$ cat src/fll_clk_defs.svh
// Register offsets, field positions, reset values and fixed ratios of the clock unit.
// Assumes inclusion by bare name from the package and the clock generation unit.
`ifndef FLL_CLK_DEFS_SVH
`define FLL_CLK_DEFS_SVH

// ************************************************************
// Register offsets
// ************************************************************
`define ADDR_CLK_SRC_CTRL 2'h0
`define ADDR_OSC_CTRL 2'h1
`define ADDR_TRIM 2'h2
`define ADDR_STATUS 2'h3

// ************************************************************
// Field positions
// ************************************************************
`define CSC_SRC_LSB 6
`define CSC_REF_DIVIDER_SEL_LSB 3
`define CSC_REFSEL_BIT 2
`define CSC_INT_REF_OUT_EN_BIT 1
`define CSC_IRSTOP_BIT 0
`define OSC_BUSDIV_LSB 6
`define OSC_RANGE_BIT 5
`define OSC_GAIN_BIT 4
`define OSC_LOWPWR_BIT 3
`define OSC_TYPE_BIT 2
`define OSC_EXT_REF_OUT_EN_BIT 1
`define OSC_ERSTOP_BIT 0
`define STS_MODE_LSB 2
`define STS_FTRIM_BIT 0

// ************************************************************
// Reset values and constants
// ************************************************************
`define CLK_SRC_CTRL_RESET 8'h04
`define OSC_CTRL_RESET 8'h40
`define TRIM_RESET 8'h80
`define CSC_FORCED_ONES 8'h06
`define SRC_LOOP 2'h0
`define SRC_INT 2'h1
`define SRC_EXT 2'h2
`define SRC_RSVD 2'h3
`define BUS_HALVING 2

`endif

$ cat src/fll_clk_pkg.sv
// Types shared by the clock generation unit.
// Assumes the constants header is on the include path.
`include "fll_clk_defs.svh"

package fll_clk_pkg;

    // ************************************************************
    // Operating modes
    // ************************************************************
    typedef enum logic [6:0] {
        MODE_ENG_INT = 7'h01,
        MODE_ENG_EXT = 7'h02,
        MODE_BYP_INT = 7'h04,
        MODE_BYP_INT_LP = 7'h08,
        MODE_BYP_EXT = 7'h10,
        MODE_BYP_EXT_LP = 7'h20,
        MODE_STOP = 7'h40
    } mode_e;

    // ************************************************************
    // Top-level state
    // ************************************************************
    typedef struct packed {
        logic [7:0] src_ctrl;
        logic [7:0] osc_ctrl;
        logic [7:0] trim;
        logic ftrim;
        logic [7:0] rdata;
        mode_e mode;
        mode_e run_mode;
        logic osc_prev;
        logic dbg_clk;
        logic sys_prev;
        logic bus_clk;
        logic loop_en;
        logic int_en;
        logic ext_en;
        logic int_out;
        logic ext_out;
    } core_s;

endpackage

$ cat src/pow2_clk_divider.sv
// Divides a sampled clock level by two to the power of a select code.
// Assumes the input is synchronous to the core clock and slower than half its rate.
`timescale 1ns/100ps

module pow2_clk_divider #(
    parameter int SEL_W = 3
) (
    input wire logic clk_i,
    input wire logic rst_i,
    input wire logic in_i,
    input wire logic [SEL_W-1:0] sel_i,
    output logic out_o
);
    localparam int CNT_W = (1 << SEL_W) - 1;

    typedef struct packed {
        logic prev;
        logic [CNT_W-1:0] cnt;
        logic out;
    } div_s;

    div_s st_r;
    div_s st_nxt;

    // ************************************************************
    // Edge counter; bit n of it runs at 1/2^(n+1) of the input
    // ************************************************************
    always_comb begin
        st_nxt = st_r;
        st_nxt.prev = in_i;
        if (in_i && !st_r.prev) begin
            st_nxt.cnt = st_r.cnt + {{(CNT_W-1){1'b0}}, 1'b1};
        end
        if (sel_i == '0) begin
            st_nxt.out = in_i;
        end else begin
            st_nxt.out = st_nxt.cnt[sel_i - 1'b1];
        end
    end

    always_ff @(posedge clk_i or posedge rst_i) begin
        if (rst_i) begin
            st_r <= '0;
        end else begin
            st_r <= st_nxt;
        end
    end

    assign out_o = st_r.out;
endmodule

$ cat src/glitchless_clk_mux.sv
// Source multiplexer that switches only while old and new sources are both low.
// Assumes sources are levels synchronous to the core clock; a stuck-high target delays the switch.
`timescale 1ns/100ps

module glitchless_clk_mux (
    input wire logic clk_i,
    input wire logic rst_i,
    input wire logic [2:0] src_i,
    input wire logic [1:0] req_i,
    input wire logic run_i,
    output logic out_o,
    output logic [1:0] cur_o
);
    typedef struct packed {
        logic [1:0] cur;
        logic run;
        logic out;
    } mux_s;

    mux_s st_r;
    mux_s st_nxt;

    // ************************************************************
    // Switch point
    // ************************************************************
    always_comb begin
        st_nxt = st_r;
        if (!src_i[st_r.cur]) begin
            st_nxt.run = run_i;
            if (!src_i[req_i]) begin
                st_nxt.cur = req_i;
            end
        end
        st_nxt.out = st_nxt.run && src_i[st_nxt.cur];
    end

    always_ff @(posedge clk_i or posedge rst_i) begin
        if (rst_i) begin
            st_r <= '0;
        end else begin
            st_r <= st_nxt;
        end
    end

    assign out_o = st_r.out;
    assign cur_o = st_r.cur;
endmodule

$ cat src/clock_generation_unit.sv
// Clock generation unit: loop reference divider, source select, bus divider, debug and reference clocks.
// Assumes all clock inputs are levels sampled by the core clock; the loop oscillator itself is external.
//
// Added by the designer: the register addresses and the address-and-strobe port.
`timescale 1ns/100ps
`include "fll_clk_defs.svh"

module clock_generation_unit (
    input wire logic CORE_CLK_I,
    input wire logic RST_I,
    input wire logic [1:0] ADDR_I,
    input wire logic [7:0] WDATA_I,
    input wire logic WR_I,
    input wire logic RD_I,
    input wire logic STOP_I,
    input wire logic DEBUG_ACTIVE_I,
    input wire logic INT_REF_CLK_I,
    input wire logic EXT_REF_CLK_I,
    input wire logic CTRL_OSC_CLK_I,
    output logic [7:0] RDATA_O,
    output logic SYS_CLK_O,
    output logic BUS_CLK_O,
    output logic LOOP_REF_CLK_O,
    output logic LOOP_EN_O,
    output logic DEBUG_CLK_O,
    output logic INT_REF_CLK_O,
    output logic INT_REF_EN_O,
    output logic EXT_REF_CLK_O,
    output logic EXT_REF_EN_O,
    output logic EXT_REF_STOP_EN_O,
    output logic OSC_HIGH_GAIN_O,
    output logic OSC_HIGH_RANGE_O,
    output logic EXT_REF_TYPE_O,
    output logic [8:0] TRIM_O
);

    // ************************************************************
    // Helpers
    // ************************************************************
    function automatic logic is_int_mode(input fll_clk_pkg::mode_e m);
        is_int_mode = (m == fll_clk_pkg::MODE_ENG_INT) || (m == fll_clk_pkg::MODE_BYP_INT) ||
            (m == fll_clk_pkg::MODE_BYP_INT_LP);
    endfunction

    function automatic logic is_ext_mode(input fll_clk_pkg::mode_e m);
        is_ext_mode = (m == fll_clk_pkg::MODE_ENG_EXT) || (m == fll_clk_pkg::MODE_BYP_EXT) ||
            (m == fll_clk_pkg::MODE_BYP_EXT_LP);
    endfunction

    fll_clk_pkg::core_s st_r;
    fll_clk_pkg::core_s st_nxt;

    logic [1:0] clock_source_sel;
    logic [2:0] ref_divider_sel;
    logic loop_ref_sel;
    logic int_ref_out_en;
    logic int_ref_stop_en;
    logic [1:0] bus_divider_sel;
    logic low_power_sel;
    logic ext_ref_out_en;
    logic ext_ref_stop_en;
    logic [1:0] src_req;
    logic loop_ref_in;
    logic mux_out;
    logic [1:0] clock_mode_status;
    logic sys_div_out;
    logic ref_div_out;

    // ************************************************************
    // Field decode
    // ************************************************************
    assign clock_source_sel = st_r.src_ctrl[`CSC_SRC_LSB +: 2];
    assign ref_divider_sel = st_r.src_ctrl[`CSC_REF_DIVIDER_SEL_LSB +: 3];
    assign loop_ref_sel = st_r.src_ctrl[`CSC_REFSEL_BIT];
    assign int_ref_out_en = st_r.src_ctrl[`CSC_INT_REF_OUT_EN_BIT];
    assign int_ref_stop_en = st_r.src_ctrl[`CSC_IRSTOP_BIT];
    assign bus_divider_sel = st_r.osc_ctrl[`OSC_BUSDIV_LSB +: 2];
    assign low_power_sel = st_r.osc_ctrl[`OSC_LOWPWR_BIT];
    assign ext_ref_out_en = st_r.osc_ctrl[`OSC_EXT_REF_OUT_EN_BIT];
    assign ext_ref_stop_en = st_r.osc_ctrl[`OSC_ERSTOP_BIT];

    // Reserved source code falls back to the loop output
    assign src_req = (clock_source_sel == `SRC_RSVD) ? `SRC_LOOP : clock_source_sel;

    // Loop reference only toggles while the loop is enabled
    assign loop_ref_in = st_r.loop_en && (loop_ref_sel ? INT_REF_CLK_I : EXT_REF_CLK_I);

    // ************************************************************
    // Submodules
    // ************************************************************
    pow2_clk_divider #(
        .SEL_W(3)
    ) ref_div_u (
        .clk_i(CORE_CLK_I),
        .rst_i(RST_I),
        .in_i(loop_ref_in),
        .sel_i(ref_divider_sel),
        .out_o(ref_div_out)
    );

    glitchless_clk_mux src_mux_u (
        .clk_i(CORE_CLK_I),
        .rst_i(RST_I),
        .src_i({EXT_REF_CLK_I, INT_REF_CLK_I, CTRL_OSC_CLK_I}),
        .req_i(src_req),
        .run_i(!STOP_I),
        .out_o(mux_out),
        .cur_o(clock_mode_status)
    );

    pow2_clk_divider #(
        .SEL_W(2)
    ) bus_div_u (
        .clk_i(CORE_CLK_I),
        .rst_i(RST_I),
        .in_i(mux_out),
        .sel_i(bus_divider_sel),
        .out_o(sys_div_out)
    );

    // ************************************************************
    // Next state
    // ************************************************************
    always_comb begin
        st_nxt = st_r;

        // Register writes
        if (WR_I) begin
            case (ADDR_I)
                `ADDR_CLK_SRC_CTRL: begin
                    st_nxt.src_ctrl = WDATA_I;
                end
                `ADDR_OSC_CTRL: begin
                    st_nxt.osc_ctrl = WDATA_I;
                end
                `ADDR_TRIM: begin
                    st_nxt.trim = WDATA_I;
                end
                `ADDR_STATUS: begin
                    st_nxt.ftrim = WDATA_I[`STS_FTRIM_BIT];
                end
                default: begin
                    st_nxt.ftrim = st_r.ftrim;
                end
            endcase
        end

        // Read data stands for one cycle only
        st_nxt.rdata = 8'h00;
        if (RD_I) begin
            case (ADDR_I)
                `ADDR_CLK_SRC_CTRL: begin
                    st_nxt.rdata = st_r.src_ctrl | `CSC_FORCED_ONES;
                end
                `ADDR_OSC_CTRL: begin
                    st_nxt.rdata = st_r.osc_ctrl;
                end
                `ADDR_TRIM: begin
                    st_nxt.rdata = st_r.trim;
                end
                `ADDR_STATUS: begin
                    st_nxt.rdata = {4'h0, clock_mode_status, 1'b0, st_r.ftrim};
                end
                default: begin
                    st_nxt.rdata = 8'h00;
                end
            endcase
        end

        // Mode from the live settings; low power is overridden while debugging
        if (STOP_I) begin
            st_nxt.mode = fll_clk_pkg::MODE_STOP;
        end else begin
            case (src_req)
                `SRC_INT: begin
                    st_nxt.mode = (low_power_sel && !DEBUG_ACTIVE_I) ? fll_clk_pkg::MODE_BYP_INT_LP :
                        fll_clk_pkg::MODE_BYP_INT;
                end
                `SRC_EXT: begin
                    st_nxt.mode = (low_power_sel && !DEBUG_ACTIVE_I) ? fll_clk_pkg::MODE_BYP_EXT_LP :
                        fll_clk_pkg::MODE_BYP_EXT;
                end
                default: begin
                    st_nxt.mode = loop_ref_sel ? fll_clk_pkg::MODE_ENG_INT :
                        fll_clk_pkg::MODE_ENG_EXT;
                end
            endcase
        end

        // Mode held from before stop decides which reference may keep running
        if (!STOP_I) begin
            st_nxt.run_mode = st_nxt.mode;
        end

        st_nxt.loop_en = (st_nxt.mode == fll_clk_pkg::MODE_ENG_INT) ||
            (st_nxt.mode == fll_clk_pkg::MODE_ENG_EXT) ||
            (st_nxt.mode == fll_clk_pkg::MODE_BYP_INT) ||
            (st_nxt.mode == fll_clk_pkg::MODE_BYP_EXT);

        // Debug clock: half the oscillator, only with the loop running
        st_nxt.osc_prev = CTRL_OSC_CLK_I;
        if (!st_nxt.loop_en) begin
            st_nxt.dbg_clk = 1'b0;
        end else if (CTRL_OSC_CLK_I && !st_r.osc_prev) begin
            st_nxt.dbg_clk = !st_r.dbg_clk;
        end

        // Bus clock is the system clock halved
        st_nxt.sys_prev = sys_div_out;
        if (sys_div_out && !st_r.sys_prev) begin
            st_nxt.bus_clk = !st_r.bus_clk;
        end

        // Reference enables
        if (STOP_I) begin
            st_nxt.int_en = int_ref_stop_en && (int_ref_out_en || is_int_mode(st_r.run_mode));
            st_nxt.ext_en = ext_ref_stop_en && (ext_ref_out_en || is_ext_mode(st_r.run_mode));
        end else begin
            st_nxt.int_en = int_ref_out_en || is_int_mode(st_nxt.mode);
            st_nxt.ext_en = ext_ref_out_en || is_ext_mode(st_nxt.mode);
        end
        st_nxt.int_out = st_nxt.int_en && int_ref_out_en && INT_REF_CLK_I;
        st_nxt.ext_out = st_nxt.ext_en && ext_ref_out_en && EXT_REF_CLK_I;
    end

    // ************************************************************
    // State register
    // ************************************************************
    always_ff @(posedge CORE_CLK_I or posedge RST_I) begin
        if (RST_I) begin
            st_r <= '0;
            st_r.src_ctrl <= `CLK_SRC_CTRL_RESET;
            st_r.osc_ctrl <= `OSC_CTRL_RESET;
            st_r.trim <= `TRIM_RESET;
            st_r.mode <= fll_clk_pkg::MODE_ENG_INT;
            st_r.run_mode <= fll_clk_pkg::MODE_ENG_INT;
            st_r.loop_en <= 1'b1;
            st_r.int_en <= 1'b1;
        end else begin
            st_r <= st_nxt;
        end
    end

    // ************************************************************
    // Outputs, all from flip-flops
    // ************************************************************
    assign RDATA_O = st_r.rdata;
    assign SYS_CLK_O = sys_div_out;
    assign BUS_CLK_O = st_r.bus_clk;
    assign LOOP_REF_CLK_O = ref_div_out;
    assign LOOP_EN_O = st_r.loop_en;
    assign DEBUG_CLK_O = st_r.dbg_clk;
    assign INT_REF_CLK_O = st_r.int_out;
    assign INT_REF_EN_O = st_r.int_en;
    assign EXT_REF_CLK_O = st_r.ext_out;
    assign EXT_REF_EN_O = st_r.ext_en;
    assign EXT_REF_STOP_EN_O = ext_ref_stop_en;
    assign OSC_HIGH_GAIN_O = st_r.osc_ctrl[`OSC_GAIN_BIT];
    assign OSC_HIGH_RANGE_O = st_r.osc_ctrl[`OSC_RANGE_BIT];
    assign EXT_REF_TYPE_O = st_r.osc_ctrl[`OSC_TYPE_BIT];
    assign TRIM_O = {st_r.trim, st_r.ftrim};
endmodule

$ cat config.mk
export PLATFORM = sky130hd
export DESIGN_NAME = clock_generation_unit
export DESIGN_NICKNAME = d
export VERILOG_FILES = /design/src/fll_clk_pkg.sv /design/src/pow2_clk_divider.sv /design/src/glitchless_clk_mux.sv /design/src/clock_generation_unit.sv
export VERILOG_INCLUDE_DIRS = /design/src
export SDC_FILE = /design/constraint.sdc
export NUM_CORES = 1
export LEC_CHECK = 0
export ABC_AREA = 1
export ABC_CLOCK_PERIOD_IN_PS = 2100
export BUFFER_PORTS_ARGS = -buffer_cell sky130_fd_sc_hd__buf_2
export CAP_MARGIN = 20
export CORE_UTILIZATION = 50
export DETAILED_ROUTE_END_ITERATION = 8
export PLACE_DENSITY = 0.73
export SYNTH_ARGS = -nofsm -noshare
export SYNTH_HDL_FRONTEND = slang
export SYNTH_SLANG_ARGS = --single-unit
export TNS_END_PERCENT = 1
$ cat constraint.sdc
create_clock -name CORE_CLK_I -period 2.1 [get_ports CORE_CLK_I]
set_input_delay 0.105 -clock CORE_CLK_I [delete_from_list [all_inputs] [get_ports CORE_CLK_I]]
set_output_delay 0.105 -clock CORE_CLK_I [all_outputs]
set_load 0.005 [all_outputs]
# Word-level counts from Yosys, hierarchy flattened
# Cells that the tools add are included.
# W data, S select, Z words.
[op_classes]
addsub = 4
order_cmp = 5
n_eq_ne = 19
mux = 28
n_reduce_logical = 43
[ops]
columns = ["cell", "n"]
rows = [
  ["$pmux W8 S4", 1],
  ["$logic_or A1 B1 Y1", 15],
  ["$eq A7 B1 Y1 const B", 2],
  ["$eq A7 B2 Y1 const B", 2],
  ["$eq A7 B3 Y1 const B", 2],
  ["$eq A7 B4 Y1 const B", 2],
  ["$eq A7 B5 Y1 const B", 2],
  ["$eq A7 B6 Y1 const B", 2],
  ["$mux W7", 2],
  ["$logic_and A1 B1 Y1", 13],
  ["$lt A2 B3 Y1 const B", 4],
  ["$pmux W6 S2", 1],
  ["$mux W1", 10],
  ["$bmux W1 S2", 4],
  ["$eq A2 B2 Y1 const B", 4],
  ["$logic_not A1 Y1", 8],
  ["$mux W2", 4],
  ["$mux W8", 1],
  ["$reduce_and A2 Y1", 4],
  ["$add A7 B1 Y7 const B", 1],
  ["$mux W3", 2],
  ["$mux W6", 1],
  ["$eq A2 B1 Y1 const B", 2],
  ["$logic_not A2 Y1", 2],
  ["other kinds (8)", 8],
]
[word_totals]
register_bits = 67
in_bits = 19
output_inout_bits = 30
wordCells = 123

# Depth between registers and ports, before layout
# Gate-level depths: netlist of run 1.
[logic_depth]
word_depth = 12
ltp_mapped = 12
depth_no_buf = 12

# Cells and area by module
# Synthesis of run 1 repeated with hierarchy kept, for this count alone.
[unflattened]
cells_unflattened = 423
hier_area_um2 = 3463.3
[by_module_without_submodules]
columns = ["module", "n_inst", "cells_per_inst", "area_per_inst_um2", "seq_area_each_um2"]
rows = [
  ["clock_generation_unit", 1, 274, 2378.5, 1233.7],
  ["pow2_clk_divider at ref_div_u", 1, 76, 554.3, 225.2],
  ["pow2_clk_divider at bus_div_u", 1, 35, 275.3, 125.1],
  ["glitchless_clk_mux", 1, 38, 255.2, 100.1],
]

# Least setup slack after synthesis of run 1
# OpenSTA, ideal clock, no wires.
[synth_path]
path_kind = "register -> register"
from = "reg st_r, in the netlist clock_source_sel[0]"
to = "reg st_r, in the netlist EXT_REF_CLK_O"
arrival_ns = 1.351
setup_slack_ns = 0.632
stages_incl_launch_ff = 10
n_path_buf = 0
cell_sequence = "dfrtp_1 > inv_1 > ha_1 > o21ai_0 > a31oi_1 > nand3_1 > nand2_1 > nand2_1 > nand2_1 > nor2_1"
[synth_lines]
columns = ["element", "line_no", "text"]
rows = [
  ["start, declared", "clock_generation_unit.sv:50", "fll_clk_pkg::core_s st_r;"],
  ["start signal, assigned", "clock_generation_unit.sv:240", "st_r <= st_nxt;"],
]

==> results of run 1 <==
metal layers:
| layer | global-route usage [%] | share of wire, % | vias to the layer above |
|---|---|---|---|
| met1 | 30.7 | 46 | 1269 |
| met4 | 10.9 | 1.5 | 0 |
| li1 | - | - | 1346 |
| met2 | 34.3 | 47 | 74 |
| met3 | 3.93 | 5.4 | 10 |
| met5 | 0 | 0 | - |
state kept, by name, summed over array words and instances, names as in the netlist, 2 cells and up:
register and cells:
TRIM_O 9, st_r 9, RDATA_O 8, ref_div_u.st_r 8, bus_div_u.st_r 4, ref_divider_sel 3, bus_divider_sel 2, clock_source_sel 2
src_mux_u.cur_o 2
per-stage QoR:
step	hold WS (ns)	power, W	utilization (%)
final	0.0197	0.00373	58.8
after global routing	0.0126	0.00403	58.8
after CTS	0.00235	0.00377	58.8
after detailed placement	0.193	0.00283	55.9
after global placement	0.179	0.00278	55.9
after floorplan	0.136	0.00254	-
power groups by stage:
stage | Sequential [W] | Combinational (W) | Clock, W
after CTS | 0.00181 | 0.00101 | 0.000951
after global placement | 0.00182 | 0.000963 | 0
after floorplan | 0.00178 | 0.000765 | 0
after global routing | 0.00185 | 0.00116 | 0.00102
final | 0.00181 | 0.000998 | 0.000925
after detailed placement | 0.00183 | 0.000998 | 0
worst min path at each step:
stage	from	end	slack, ns	cells past startpoint
floorplan	CTRL_OSC_CLK_I	st_r[8]	0.14	0
global placement	RST_I	BUS_CLK_O	0.18	2
detailed placement	RST_I	BUS_CLK_O	0.19	2
CTS	INT_REF_CLK_I	INT_REF_CLK_O	0.002	3
global route	INT_REF_CLK_I	INT_REF_CLK_O	0.01	3
finish	INT_REF_CLK_I	INT_REF_CLK_O	0.02	3
worst register-to-register path, delay by kind of cell, from the launching register on:
| family | cells | cell delay [ns] |
|---|---|---|
| adders and majority gates | 1 | 0.35 |
| AOI/OAI and AO/OA | 1 | 0.17 |
| DFF | 1 | 0.40 |
| buffers and inverters | 2 | 0.15 |
| and+or+nand+nor | 7 | 0.47 |
synthesized netlist by cell type (5+ instances only):
cell type	number	share of area (%)
nor2_1	20	2.2
o21ai_0	28	4.1
a21oi_1	11	1.6
dfstp_2	6	4.6
inv_1	56	6.1
nand4_1	5	0.92
o21ai_2	16	4.1
dfrtp_1	61	45
ha_1	9	3.3
nand2_1	94	10
nand3_1	30	4.4
buf_4	19	4.2
kinds of logic after synthesis:
group | after synthesis | share of synthesized area [%]
AND/OR/NAND/NOR | 166 | 22.0
AO/OA/AOI/OAI | 67 | 12.4
flip-flops | 67 | 49.3
adder cells (fa/ha/maj) | 9 | 3.29
buffers and inverters | 81 | 11.5
XOR/XNOR | 6 | 1.54
area by class of cell:
type,count,area (µm²)
Inverter,60,229
Tap cell,77,96.3
Sequential cell,67,1680
Timing Repair Buffer,51,280
Multi-Input combinational cell,248,1340
Clock buffer,9,124
Clock inverter,7,45.0
Fill cell,586,2660
cells in the final DEF (no fill, tap or decap), types with 3 or more instances in the layout:
cell,n
buf_2,48
nand4_1,5
o21ai_0,28
a31oi_1,3
inv_1,55
dfrtp_1,61
nor2_1,20
xnor2_1,3
nor2_4,4
o21ai_2,16
clkinv_2,5
nand2_1,94
ha_1,9
nand3_1,30
clkbuf_8,9
xor2_1,3
nor3_1,3
nand2_2,3
dfstp_2,6
a21oi_1,11
inv_2,3
==> summary.md, run 1 <==
| Metric | Value |
|---|---|
| Final wirelength | 7040 µm |
| Combinational share of power | between 20% and 30% |
| Cells after Synth | 396 |
| DRT Pass-1 Iters | 7 |
| Crit path required time | around 2.3 ns |
| GRT overflow | 0 |
| I/O pin cnt | about 50 |
| Final ANT Viol Nets | 0 |
| DRC viols | 0 |
| Synth Flop Type | dfrtp_1 |
| Share of cells above drive strength 1 | between 20% and 30% |
| Register-to-register path setup slack | around 0.46 ns |
| Result of the run | complete, no violations |
| Clock latency at the later pin of the worst-skew pair | ~0.34 ns |
| CTS Hold Bufs | 2 |
| Crit start category | flip-flop |
| MaxCap Viol Count | 0 |
| Peak supply drop | 0.505 mV |
| Pwr Density | 983 nW/µm² |
| CTS H-tree lvls | 3 |
| First-pass GRT wire length | 12,300 µm |
| Worst R2R Path Depth | 11 |
| N_diodes | 0 |
| Vias per cell | 5.20 |
| Via count | between 2,000 and 3,000 |
| Critical R2R Capture | EXT_REF_CLK_O |
| DIE AREA | about 7200 µm² |
| FMAX | between 0.6 and 0.7 GHz |
| Reg-to-Reg Start | clock_source_sel[0] |
| Clk_skew | 0.0106 ns |
| Nets | 465 |
| CTS buffer count | 9 |
| Slew HR | 63.1% |
| Top delay family on crit path | simple AND/OR/NAND/NOR gates |
| Final worst slack | 0.463 ns |
| Post-CTS setup buffers | 0 |
| Clock root buffer | clkbuf_8 |
| TritonCTS clock tree | built |
| # setup viols final | 0 |
| DIE WIDTH | 84.7 µm |
| RSZ-0062 raised after global routing | false |
| Num rows | 29 |
| Syn. warnings | 0 |
| Worst path cell trace | inv_1 > ha_1 > nor2_2 > nand2_1 > inv_1 > a31oi_1 > nand3_1 > nand2_1 > nand2_1 > nand2_1 > nor2_1 |
| Core Footprint | 6460 µm² |
| Post-synthesis sequential area ratio | 49.3% |
| Most common cell on crit path | nand2_1 |
| Post-synth EDFFs | 0 |
| Flop pwr share | 48.5% |
| Switching Share | 35.3% |
| Crit-path slowest cell | dfrtp_1 |
| Post-CTS Resized | 0 |
| Max incr delay on CP | 0.40 ns |
| CP startpoint | clock_source_sel[0] |
| Area after DPL | around 3600 µm² |
| Vias in the first global route | 2,589 |
| Fin. max-slew vios | 0 |
| WP data arrival | 1.87 ns |
| Post-route cell area | 3800 µm² |
| Yosys cell types | 33 |
| Psw | 0.00132 W |
| Worst-margin pin slew | approximately 0.55 ns |
| Min Tclk post-route | between 1.5 and 2 ns |
| Pleak | 2.05 nW |
| Mapped Nets | 424 |
| IO Port Bufs | 48 |
| Register bit total from synthesis | 67 |
| Internal | 0.00241 W |
| P&R area growth vs syn | 11.1% |
| Dpl ws | 0.481 ns |
| Worst setup path end | EXT_REF_CLK_O |
| CP max FO | 4 |
| Clock power share | 24.8% |
| Routability cong. | 0.909 |
| CTS Sinks | 67 |
| Dpl cells | around 500 |
| Starting Density | 52.9% |
| Asr flop ratio synth | 100% |
| Clk pin slew, worst setup/hold paths | 0.08 ns |
| Die Y-Extent | 84.7 µm |
| Final non-filler cell total | around 520 |
| Final TNS setup | 0 ns |
| Worst hold path class | primary input to flip-flop |
| Largest net degree at the start of global routing | 43 |
| Worst Setup Path Type | flip-flop to flip-flop |
| Iter 0 DRT Violations | 144 |
| Dpl hpwl | 5230 µm |
| Crit path depth | 11 |
| Synthesized area | 3420 µm² |
| Worst path buffer plus inverter count | 2 |
| Endpoint class of the critical path | flip-flop |
| Final number of hold-violating endpoints | 0 |
| GRT Util Overall | around 22% |
| Post-synthesis area per instance | 8.63 µm² |
| Antenna violations before repair | 0 |
| Routed len/inst | 13.6 µm |
| Final period utilization | about 78% |
| Clk buf depth | 2 |
(Power assumes the default switching activity.)
==> run 2: changes to the inputs <==
--- a/config.mk
+++ b/config.mk
@@ -7,7 +7,7 @@
 export NUM_CORES = 1
 export LEC_CHECK = 0
 export ABC_AREA = 1
-export ABC_CLOCK_PERIOD_IN_PS = 2100
+export ABC_CLOCK_PERIOD_IN_PS = 1550
 export BUFFER_PORTS_ARGS = -buffer_cell sky130_fd_sc_hd__buf_2
 export CAP_MARGIN = 20
 export CORE_UTILIZATION = 50
==> constraint.sdc (replaced) <==
create_clock -name CORE_CLK_I -period 1.55 [get_ports CORE_CLK_I]
set_input_delay 0.0775 -clock CORE_CLK_I [delete_from_list [all_inputs] [get_ports CORE_CLK_I]]
set_output_delay 0.0775 -clock CORE_CLK_I [all_outputs]
set_load 0.005 [all_outputs]
==> run 2 against run 1 <==
  * Die area is the same
  * Clock power up 77%
  * Non-clock buffer count is 10 higher
  * Design area grew 5.6%
  * Largest power group unchanged
==> summary.md, run 2 (synthesis gave the netlist of run 1 again) <==
| Metric | Value |
|---|---|
| Result of the run | complete, no violations |
| Commonest non-fill, non-tap cells in the layout | nand2_1, dfrtp_1, inv_1 |
| First-pass GRT wire length | 12,000 µm (-2.4%) |
| Worst-margin pin slew | 0.484 ns (-0.0687 ns) |
| Fin. max-slew vios | 0 (unchanged) |
| Antenna violations before repair | 0 (unchanged) |
| Slew HR | 67.7% (+4.6 points) |
| Pwr Density | 1390 nW/µm² (+42%) |
| Pleak | 2.11 nW (+2.9%) |
| WP data arrival | 1.76 ns (-0.11 ns) |
| Most common cell on crit path | nand2_1 |
| I/O pin cnt | 49 (unchanged) |
| Largest net degree at the start of global routing | 68 (+58%) |
| CTS Sinks | 67 (unchanged) |
| DRC viols | 0 (unchanged) |
| Clk buf depth | 2 (unchanged) |
| Clock power share | 29.4% (+4.6 points) |
| Routed len/inst | 13.6 µm (+0.58%) |
| CTS H-tree lvls | 3 (unchanged) |
| Starting Density | 52.9% (unchanged) |
| GRT overflow | 0 (unchanged) |
| TritonCTS clock tree | built |
| Endpoint class of the critical path | flip-flop |
| Worst Hold Slack | 0.0105 ns (-0.00918 ns) |
| Routability cong. | 0.850 (-6.5%) |
| Area after DPL | 3660 µm² (+1.4%) |
| Nets | 475 (+2.2%) |
| CP max FO | 5 (+1) |
| Dpl ws | 0.0286 ns (-0.452 ns) |
| GRT Util Overall | 22.1% (-0.23 points) |
| Core Footprint | 6460 µm² (unchanged) |
| Final period utilization | 98.3% (+20 points) |
| RSZ-0062 raised after global routing | true |
| Clock root buffer | clkbuf_8 |
| N_diodes | 0 (unchanged) |
| Clock latency at the later pin of the worst-skew pair | 0.36 ns (+0.02 ns) |
| Crit-path slowest cell | dfstp_2 |
| FMAX | 0.656 GHz (+7.4%) |
| Die Y-Extent | 84.7 µm (unchanged) |
| Crit path required time | 1.79 ns (-0.54 ns) |
| Final core utilization | 62.1% (+3.3 points) |
| DIE WIDTH | 84.7 µm (unchanged) |
| Combinational share of power | 26.6% (about the same) |
| Flop pwr share | 44.0% (-4.5 points) |
| Via count | 2,699 (unchanged) |
| P&R area growth vs syn | 17.4% |
| Worst hold path class | primary input to flip-flop |
| Min Tclk post-route | 1.52 ns (-0.113 ns) |
| # setup viols final | 0 (unchanged) |
| Iter 0 DRT Violations | 184 (+28%) |
| CTS buffer count | 9 (unchanged) |
| Vias per cell | 5.10 (-1.9%) |
| Tot Pwr | 0.00559 W (+50%) |
| Final worst slack | 0.0263 ns (-0.437 ns) |
| Share of cells above drive strength 1 | 27.7% (+3.9 points) |
| Switching Share | 33.3% (-2.1 points) |
| Clk_skew | 0.00979 ns (-0.000783 ns) |
| IO Port Bufs | 48 (unchanged) |
| Peak supply drop | 0.654 mV (+30%) |
| Worst path cell trace | inv_2 > buf_4 > nand3_1 > nor2_1 > a31oi_4 > nand3_1 > nand2_1 > nand2_1 > nand2_1 > nor2_1 |
| Vias in the first global route | 2,464 (-4.8%) |
| Internal | 0.00373 W (+54%) |
| Final wirelength | 7220 µm (+2.5%) |
| Psw | 0.00186 W (+41%) |
| Most common cell after layout, fill and taps aside | nand2_1 |
| Num rows | 29 (unchanged) |
| Post-route cell area | 4010 µm² (+5.6%) |
| Final number of hold-violating endpoints | 0 (unchanged) |
| Dpl hpwl | 5240 µm (+0.24%) |
| DIE AREA | 7170 µm² (unchanged) |
| Final ANT Viol Nets | 0 (unchanged) |
| Worst Setup Path Type | flip-flop to flip-flop |
| MaxCap Viol Count | 0 (unchanged) |
| DRT Pass-1 Iters | 6 (-1) |
| Crit start category | flip-flop |
| Clk pin slew, worst setup/hold paths | 0.07 ns (about the same) |
| Final-layout fill cell count | 564 (-3.8%) |
| Max incr delay on CP | 0.59 ns (+0.19 ns) |
## run 2: changes by cell type in the layout (fill, tap and decap cells not counted), moves of 3 or more
cell	before	now
nand2_2	3	6
ha_1	9	6
buf_4	0	8
clkinv_2	5	2
nand2_1	94	91
## run 2: layout make-up
cell class	instances	area [µm²]	share of cell area [%]
multi-input cells	248	1410	35.1
flip-flops and latches	67	1690	42.0
clock inverters	6	88.8	2.21
repair buffers	61	360	8.98
clock buffers	10	138	3.43
inverters	60	233	5.80
well taps	77	96.3	2.40
## run 2: repair_timing
item                       4_1_cts  5_1_grt
hold buffers                     4        0
setup buffers                    0        2
setup endpoints to repair        0        6
hold endpoints to repair        64        0
resized for setup                0       18
## run 2: worst paths after layout
| kind | to | slack (ns) | depth (start not counted) | from |
|---|---|---|---|---|
| max in group asynchronous | bus_divider_sel[0] | 0.87 | 4 | RST_I |
| worst max register to register | EXT_REF_CLK_O | 0.03 | 10 | loop_ref_sel |
| min in group asynchronous | ref_div_u.st_r[4] | 0.35 | 4 | RST_I |
| worst max-delay path | EXT_REF_CLK_O | 0.03 | 10 | loop_ref_sel |
| worst min-delay path | bus_divider_sel[0] | 0.01 | 3 | WDATA_I[6] |
| worst min register to register | st_r[6] | 0.40 | 0 | bus_div_u.out_o |
## run 2: through the flow
| step | cells | setup TNS [ns] |
|---|---|---|
| final | 529 | 0 |
| after global routing | 529 | -0.121 |
| after global placement | 507 | 0 |
| after detailed placement | 507 | 0 |
| after CTS | 527 | 0 |
| after floorplan | 396 | 0 |
## run 2: layer usage
metal / up-vias / global-route usage [%] / share of wire, %
met2: 65 / 32.4 / 45
met1: 1257 / 31.1 / 48
met4: 0 / 8.78 / 2.3
li1: 1364 / - / -
met5: - / 0 / 0
met3: 13 / 6.19 / 4.9
## run 2: power by group through the flow
stage          clock network (W)  registers, W  logic (W)
3_5_place_dp                   0       0.00248    0.00141
6_report                 0.00164       0.00246    0.00149
3_3_place_gp                   0       0.00246    0.00135
5_1_grt                  0.00174       0.00251    0.00170
4_1_cts                  0.00167       0.00245    0.00143
2_1_floorplan                  0       0.00241    0.00104
## run 2: worst max-delay path, delay by kind of cell (launching register included)
family / cells / cell delay (ns)
simple gates: 7 / 0.48
flops: 1 / 0.59
buf+inv: 2 / 0.19
compound gates: 1 / 0.15
